### config.mk
export PLATFORM = sky130hd
export DESIGN_NAME = ldr_regs
export DESIGN_NICKNAME = d
export VERILOG_FILES = /design/src/core/ldr_pkg.sv /design/src/core/ldr_sync.sv /design/src/core/ldr_regs.sv
export VERILOG_INCLUDE_DIRS = /design/src /design/src/core
export SDC_FILE = /design/constraint.sdc
export NUM_CORES = 1
export LEC_CHECK = 0
export ABC_AREA = 1
export CORE_MARGIN = 2
export CORE_UTILIZATION = 55
export CTS_CLUSTER_SIZE = 40
export DETAILED_ROUTE_END_ITERATION = 10
export DONT_BUFFER_PORTS = 1
export GPL_TIMING_DRIVEN = 1
export PLACE_DENSITY = 0.73
export RECOVER_POWER = 25
export SYNTH_ARGS = -nofsm -noshare
export SYNTH_HDL_FRONTEND = slang
export SYNTH_SLANG_ARGS = --single-unit
### constraint.sdc
create_clock -name sys_clk -period 8.9 [get_ports sys_clk]
set_input_delay 1.335 -clock sys_clk [delete_from_list [all_inputs] [get_ports sys_clk]]
set_output_delay 1.335 -clock sys_clk [all_outputs]
set_load 0.05 [all_outputs]
### src/core/ldr_consts.svh
// Purpose: Offsets, field positions and reset values of the rail register bank
// Assumes: Register indices map to byte address index*4
// Notes:   Definitions only
`ifndef LDR_CONSTS_SVH
`define LDR_CONSTS_SVH

// Register indices (byte address = index * 4)
`define LDR_IDX_AUX_TWO     8'h28
`define LDR_IDX_AUX_THREE   8'h29
`define LDR_IDX_DISCH_ONE   8'h40
`define LDR_IDX_DISCH_TWO   8'h41
`define LDR_IDX_DISCH_THREE 8'h42

// Auxiliary regulator control fields
`define LDR_SLP_LSB         4
`define LDR_RSV_LSB         1
`define LDR_ALLOW_BIT       0

// Reset values
`define LDR_RST_AUX_TWO     8'h0C
`define LDR_RST_AUX_THREE   8'h3C
`define LDR_RST_DISCH_ONE   8'h55
`define LDR_RST_DISCH_TWO   8'h55
`define LDR_RST_DISCH_THREE 8'h15
`define LDR_RSV_KEEP        3'h6

// Rail count and discharge codes
`define LDR_RAILS           11
`define LDR_DISCH_NONE      2'h0

// Address bits above the index must be zero
`define LDR_ADDR_TOP_LSB    10

`endif

### src/core/ldr_pkg.sv
// Purpose: Types shared by the rail register bank
// Assumes: AHB-Lite with 32-bit data
// Notes:   Constants live in ldr_consts.svh
package ldr_pkg;

    typedef struct packed {
        logic        hsel;
        logic [31:0] haddr;
        logic [1:0]  htrans;
        logic        hwrite;
        logic [2:0]  hsize;
        logic [31:0] hwdata;
        logic        hready;
    } ldr_ahb_req_t;

    typedef struct packed {
        logic [31:0] hrdata;
        logic        hreadyout;
        logic        hresp;
    } ldr_ahb_rsp_t;

    // One auxiliary regulator control register
    typedef struct packed {
        logic [1:0] sleep_select;
        logic [2:0] reserved_keep;
        logic       allow_on;
    } ldr_aux_ctrl_t;

    // Outputs towards one auxiliary regulator
    typedef struct packed {
        logic allow_on;
        logic sleep_active;
        logic voltage_code_valid;
    } ldr_aux_out_t;

endpackage

### src/core/ldr_sync.sv
// Purpose: Three-stage synchroniser with agreement filter
// Assumes: Inputs come from outside the sys_clk domain
// Notes:   Output changes once stages two and three agree
module ldr_sync #(
    parameter int W = 1
) (
    // Clock and reset
    input  wire logic         sys_clk,
    input  wire logic         rst_n,
    input  wire logic         ce,
    // Data
    input  wire logic [W-1:0] d,
    output logic      [W-1:0] q
);

    logic [W-1:0] s1_ff;
    logic [W-1:0] s2_ff;
    logic [W-1:0] s3_ff;

    genvar i;
    generate
        for (i = 0; i < W; i++) begin : g_bit
            always_ff @(posedge sys_clk or negedge rst_n) begin
                if (!rst_n) begin
                    s1_ff[i] <= 1'b0;
                    s2_ff[i] <= 1'b0;
                    s3_ff[i] <= 1'b0;
                    q[i]     <= 1'b0;
                end else if (ce) begin
                    s1_ff[i] <= d[i];
                    s2_ff[i] <= s1_ff[i];
                    s3_ff[i] <= s2_ff[i];
                    if (s2_ff[i] == s3_ff[i]) begin
                        q[i] <= s3_ff[i];
                    end
                end
            end
        end
    endgenerate

endmodule

### src/core/ldr_regs.sv
// Purpose: Auxiliary regulator control and rail discharge register bank
// Assumes: AHB-Lite slave, zero wait states, 100 MHz sys_clk
// Notes:   Rail enables and sleep pins arrive asynchronously
`include "ldr_consts.svh"

// Notes on behaviour
// - Regulator two sleep field bits 5-4, reset 0; nonzero enables sleep.
// - Regulator three sleep field resets to 3, so sleep is on from reset.
// - Sleep switching follows one of two sleep pins, chosen by factory strap.
// - Regulator two bit 0 clear forces it off whatever the control pins.
// - Regulator three bit 0 behaves alike and resets to 0, forced off.
// - Discharge fields pick none/100/200/500 ohm, reset 1, cleared while rail on.
module ldr_regs (
    // Clock, reset and clock enable
    input  wire logic                 sys_clk,
    input  wire logic                 rst_n,
    input  wire logic                 ce,
    // AHB-Lite slave
    input  wire ldr_pkg::ldr_ahb_req_t ahb_req,
    output ldr_pkg::ldr_ahb_rsp_t      ahb_rsp,
    // Pins and status from the power stage
    input  wire logic [5:0]           control_input_pins,
    input  wire logic                 sleep_pin_one,
    input  wire logic                 sleep_pin_two,
    input  wire logic                 sleep_pin_strap,
    input  wire logic [10:0]          rail_enabled,
    // Regulator controls
    output ldr_pkg::ldr_aux_out_t      aux_ldo_two,
    output ldr_pkg::ldr_aux_out_t      aux_ldo_three,
    output logic [21:0]               rail_discharge_select
);
    import ldr_pkg::*;

    typedef struct packed {
        // Software-visible registers
        ldr_aux_ctrl_t aux_two;
        ldr_aux_ctrl_t aux_three;
        logic [21:0]   disch;
        // Sleep pin choice and bus data-phase bookkeeping
        logic          strap_done;
        logic          use_pin_two;
        logic          dph_write;
        logic [7:0]    dph_idx;
        logic          dph_hit;
        // Registered outputs
        ldr_ahb_rsp_t  rsp;
        ldr_aux_out_t  out_two;
        ldr_aux_out_t  out_three;
        logic [21:0]   out_disch;
    } ldr_state_t;

    ldr_state_t st_ff;
    ldr_state_t nxt_st;

    logic [1:0]  rst_sync_ff;
    logic        rst_core_n;
    logic [12:0] pins_s;
    logic [10:0] rail_on_s;
    logic        sleep_one_s;
    logic        sleep_two_s;
    logic        addr_ok;
    logic [7:0]  a_idx;
    logic        sleep_level;
    logic [7:0]  rd_byte;

    // Reset release through two flops
    // Assertion is immediate; release is retimed so no flop sees it late
    always_ff @(posedge sys_clk or negedge rst_n) begin
        if (!rst_n) begin
            rst_sync_ff <= 2'h0;
        end else begin
            rst_sync_ff <= {rst_sync_ff[0], 1'b1};
        end
    end
    assign rst_core_n = rst_sync_ff[1];

    ldr_sync #(
        .W (13)
    ) u_sync (
        .sys_clk (sys_clk),
        .rst_n   (rst_core_n),
        .ce      (ce),
        .d       ({sleep_pin_two, sleep_pin_one, rail_enabled}),
        .q       (pins_s)
    );
    assign rail_on_s   = pins_s[10:0];
    assign sleep_one_s = pins_s[11];
    assign sleep_two_s = pins_s[12];

    // Each enabled rail masks its own two-bit discharge field
    logic [21:0] rail_clr;
    genvar g;
    generate
        for (g = 0; g < `LDR_RAILS; g++) begin : g_rail
            assign rail_clr[2*g +: 2] = {2{rail_on_s[g]}};
        end
    endgenerate

    // Control pins only matter to the sequencer; bit 0 overrides them
    logic ctl_unused;
    assign ctl_unused = ^control_input_pins;

    assign a_idx   = ahb_req.haddr[9:2];
    assign addr_ok = ahb_req.haddr[31:`LDR_ADDR_TOP_LSB] == 22'h0;
    // Neither hsize nor haddr[1:0] is decoded: every register is one word

    always_comb begin
        nxt_st = st_ff;
        rd_byte = 8'h00;

        // Factory strap picks the sleep pin, caught once after reset
        if (!st_ff.strap_done) begin
            nxt_st.strap_done  = 1'b1;
            nxt_st.use_pin_two = sleep_pin_strap;
        end

        // Data phase of a write
        if (st_ff.dph_write && st_ff.dph_hit) begin
            unique case (st_ff.dph_idx)
                `LDR_IDX_AUX_TWO: begin
                    // Bits 7-6 are dropped on write
                    nxt_st.aux_two = ahb_req.hwdata[5:0];
                end
                `LDR_IDX_AUX_THREE: begin
                    nxt_st.aux_three = ahb_req.hwdata[5:0];
                end
                `LDR_IDX_DISCH_ONE: begin
                    nxt_st.disch[7:0] = ahb_req.hwdata[7:0];
                end
                `LDR_IDX_DISCH_TWO: begin
                    nxt_st.disch[15:8] = ahb_req.hwdata[7:0];
                end
                `LDR_IDX_DISCH_THREE: begin
                    nxt_st.disch[21:16] = ahb_req.hwdata[5:0];
                end
                default: begin
                end
            endcase
        end

        // An enabled rail holds its discharge field at zero, over writes
        nxt_st.disch = nxt_st.disch & ~rail_clr;

        // Address phase
        nxt_st.dph_write = 1'b0;
        nxt_st.dph_hit   = 1'b0;
        nxt_st.dph_idx   = a_idx;
        nxt_st.rsp.hreadyout = 1'b1;
        nxt_st.rsp.hresp     = 1'b0;
        if (ahb_req.hsel && ahb_req.htrans[1] && ahb_req.hready) begin
            nxt_st.dph_write = ahb_req.hwrite;
            nxt_st.dph_hit   = addr_ok;
            if (!ahb_req.hwrite) begin
                // Read reflects any write finishing in this same cycle
                if (addr_ok) begin
                    unique case (a_idx)
                        `LDR_IDX_AUX_TWO: begin
                            rd_byte = {2'h0, nxt_st.aux_two};
                        end
                        `LDR_IDX_AUX_THREE: begin
                            rd_byte = {2'h0, nxt_st.aux_three};
                        end
                        `LDR_IDX_DISCH_ONE: begin
                            rd_byte = nxt_st.disch[7:0];
                        end
                        `LDR_IDX_DISCH_TWO: begin
                            rd_byte = nxt_st.disch[15:8];
                        end
                        `LDR_IDX_DISCH_THREE: begin
                            rd_byte = {2'h0, nxt_st.disch[21:16]};
                        end
                        default: begin
                            rd_byte = 8'h00;
                        end
                    endcase
                end
                nxt_st.rsp.hrdata = {24'h0, rd_byte};
            end
        end

        // Regulator outputs
        // Every port leaves a flop, so outputs lag the registers one cycle
        sleep_level = st_ff.use_pin_two ? sleep_two_s : sleep_one_s;
        nxt_st.out_two.allow_on   = st_ff.aux_two.allow_on;
        nxt_st.out_three.allow_on = st_ff.aux_three.allow_on;
        nxt_st.out_two.sleep_active =
            (st_ff.aux_two.sleep_select != 2'h0) && sleep_level;
        nxt_st.out_three.sleep_active =
            (st_ff.aux_three.sleep_select != 2'h0) && sleep_level;
        nxt_st.out_two.voltage_code_valid =
            st_ff.aux_two.reserved_keep == `LDR_RSV_KEEP;
        nxt_st.out_three.voltage_code_valid =
            st_ff.aux_three.reserved_keep == `LDR_RSV_KEEP;
        nxt_st.out_disch = st_ff.disch;
    end

    // Clock enable low freezes the bank; a transfer taken then is lost
    always_ff @(posedge sys_clk or negedge rst_core_n) begin
        if (!rst_core_n) begin
            st_ff               <= '0;
            st_ff.aux_two       <= 6'(`LDR_RST_AUX_TWO);
            st_ff.aux_three     <= 6'(`LDR_RST_AUX_THREE);
            st_ff.disch[7:0]    <= `LDR_RST_DISCH_ONE;
            st_ff.disch[15:8]   <= `LDR_RST_DISCH_TWO;
            st_ff.disch[21:16]  <= 6'(`LDR_RST_DISCH_THREE);
            st_ff.out_disch[7:0]   <= `LDR_RST_DISCH_ONE;
            st_ff.out_disch[15:8]  <= `LDR_RST_DISCH_TWO;
            st_ff.out_disch[21:16] <= 6'(`LDR_RST_DISCH_THREE);
            st_ff.out_two.voltage_code_valid   <= 1'b1;
            st_ff.out_three.voltage_code_valid <= 1'b1;
            st_ff.rsp.hreadyout <= 1'b1;
        end else if (ce) begin
            st_ff <= nxt_st;
        end
    end

    assign ahb_rsp               = st_ff.rsp;
    assign aux_ldo_two           = st_ff.out_two;
    assign aux_ldo_three         = st_ff.out_three;
    assign rail_discharge_select = st_ff.out_disch;

endmodule

==> summary.md <==
| Metric | Value |
|---|---|
| Post-CTS Setup Bufs | 0 |
| Post-synth top area share | 38.76% |
| Critical Path Fanout Max | 76 |
| GR Layer Usage met3 | 7.218% |
| Reg-to-reg slack, setup | 5.99 ns |
| DR vias/cell | 5.203 |
| Die Area | 13350 um2 |
| Internal power | around 1200 uW |
| H-tree depth | 4 |
| Final Hold Vio Count | 0 |
| Fin Setup TNS | 0 ns |
| WS Path Type | flop to asynchronous set/reset pin |
| Finish-stage setup viols | 0 |
| Slowest CP cell | dfrtp_1 |
| GRT Total Usage | 22.85% |
| CP top delay family | flip-flops |
| Synth top cells by count | 193 x nand2_1, 126 x o21ai_0, 112 x inv_1, 106 x dfrtp_1, 63 x buf_4 |
| Critical path launch point type | flop |
| # Max-Cap Violations | 1 |
| Synthesized area | 6843 um2 |
| # DRC | 0 |
| WL final | 14150 um |
| Fin Clk Skew | 0.006888 ns |
| Pin count of the biggest net entering global routing | 126 |
| GPL Wtd Cong | 0.9085 |
| Main synth FF type | dfrtp_1 |
| Placed Area | 6580 um2 |
| FF-to-FF Start | rst_sync_ff[1] |
| CTS Sinks | 136 |
| Layout cell share with drive strength beyond 1 | 11.26% |
| CTS Buf Count | 17 |
| Post-DRT Antenna Nets | 0 |
| Placed cell count | 935 |
| Top Ports | 157 |
| Initial DRC count | between 300 and 400 |
| Post-synth EDFFs | 0 |
| Unrepaired setup endpoints after global routing | no |
| Post-synthesis sequential area ratio | 50.28% |
| Core footprint | about 12000 um2 |
| Period utilization | 32.65% |
| Static Leak | 0.003483 uW |
| Mapped Cells | 830 |
| Die W | about 120 um |
| Synthesis-stage register bit count | 136 |
| Fin crit period | approximately 2.9 ns |
| Met2 usage | 36.84% |
| Clock-pin slew on the worst setup and hold paths | 0.05 ns |
| Required @ worst endpoint | 9.32 ns |
| Sw Pwr | 443.4 uW |
| Hold Crit Class | flop to flop |
| Via count | 5031 |
| Fin nets | 881 |
| Most common cell in the netlist | nand2_1 |
| Worst-Margin Slew | between 2 and 2.5 ns |
| VDD IR max | 0.1933 mV |
| Ant. Diodes | 0 |
| First-pass GRT wire length | roughly 23000 um |
| CP Cell Sequence | buf_4 |
| Total congestion overflow | 0 |
| Die extent in y | approximately 120 um |
| Number of buffers added on ports | 0 |
| WL/cell | 14.63 um |
| Hold_sp | rst_sync_ff[0] |
| Initial antenna violation count | 0 |
| Slew headroom | -56.17% |
| CP bufs+invs | 1 |
| DRT Pass-1 Iters | 5 |
| Final HPWL DP | 10080 um |
| Max Freq | 0.3441 GHz |
| Comb pwr share | 9.8% |
| Met1 Use GR | 28.52% |
| Final Power | 1611 uW |
| Synth Area per Inst | 8.244 um2 |
| Distinct cells, synth | 27 |
| Via count of the first global-routing pass | 4838 |
| CTS tree | done |
| Area contributors post-synth | dfrtp_1 39%, dfstp_2 12%, nand2_1 11% |
| Post_cts resized | 0 |
| Fin area | about 7000 um2 |
| Clk pwr share | 43.4% |
| Starting Density | 56.73% |
| Synth area leader | dfrtp_1 |
| Worst-Skew Late Latency | around 0.42 ns |
| Async SR Flop Fraction | 100.0% |
| Critical Path AT | 3.33 ns |
| # hold bufs at CTS | 0 |
| PwrDens | roughly 220 nW/um2 |
| Synthesis-to-layout area growth | 4.919% |
| Num rows | 40 |
| Post-Layout Cell Count | 967 |
| Yosys Warn Count | 0 |
| Flop pwr share | 46.8% |
| Critical Path Sink Type | asynchronous set/reset pin |
| Worst setup startpoint | rst_sync_ff[1] |
| Failing checks | max-capacitance violations, max-slew violations |
| Max stage delay on crit path | about 1.9 ns |
| GR peak layer | met2 |
| Sw frac | around 28% |
| CTS root buf | clkbuf_16 |
| Deepest clock path buffer count | 2 |
| Pins Over Slew Limit | 60 |
| Status | finished with violations |
-- routing by layer --
metal  wire length [um]  share of wire [%]
met1               6164                 44
met2               6937                 49
met3                737                5.2
met4                308                2.2
met5                  0                  0
-- flip-flops by register name, indices dropped and copies added (netlist names) --
register and cells:
u_sync.s1_ff 13, aux_ldo_two 3, ahb_rsp 8, st_ff 22
u_sync.q 13, rail_discharge_select 22, u_sync.s2_ff 13, aux_ldo_three 3
nxt_st 24, rst_sync_ff 2, u_sync.s3_ff 13
-- final timing paths --
kind                               endpoint  depth (start not counted)
max                              ahb_rsp[8]                          1
min                          rst_sync_ff[1]                          0
max reg2reg                      ahb_rsp[8]                          1
min reg2reg                  rst_sync_ff[1]                          0
max in group sys_clk       aux_ldo_three[0]                          0
min in group asynchronous    rst_sync_ff[0]                          0
-- area by class of cell --
type                       count  area, um2
inverter                     115      431.7
fill                        1086       4882
tap                          168      210.2
sequential                   136       3441
timing repair buffer           2      15.01
clock buffer                  22      484.2
clock inverter                10      118.9
multi-input combinational    514       2479
-- power groups by stage --
stage,clock network [uW],logic [uW],registers [uW]
final,699,157,754
after global routing,740,183,762
after CTS,713,159,755
after detailed placement,0,158,764
after global placement,0,151,761
after floorplan,0,190,724
-- cell families after synthesis --
family / Yosys count / synth area share, %
simple gates: 345 / 23.84
buf+inv: 205 / 14.87
compound gates: 142 / 10.90
flops: 136 / 50.28
other cells: 2 / 0.1098
-- per-stage QoR --
| stage | setup slack, ns | utilization [%] | hold WS [ns] |
|---|---|---|---|
| after global placement | 6.138 | 54.55 | 0.3413 |
| after CTS | 6.424 | 59.55 | 0.3563 |
| after detailed placement | 6.103 | 54.55 | 0.3394 |
| final | 5.994 | 59.52 | 0.3514 |
| after global routing | 5.438 | 59.52 | 0.3762 |
| after floorplan | 4.883 | - | 0.3312 |
-- layout by cell type (no fill, tap or decap), types with 2 or more instances in the layout --
master / n
a21oi_1: 3
buf_4: 2
bufinv_16: 2
clkbuf_16: 17
clkbuf_8: 4
clkinv_2: 2
clkinv_4: 3
clkinvlp_4: 3
conb_1: 27
dfrtp_1: 106
dfstp_2: 30
inv_1: 111
inv_2: 4
nand2_1: 193
nand2_4: 3
nand3_1: 48
nand3_2: 3
nand4_1: 43
nor2_1: 37
nor2_2: 2
nor2_4: 9
nor3_4: 2
o21ai_0: 126
o31ai_1: 11
o41ai_1: 2
No activity file was read; power rests on OpenSTA's default activity.
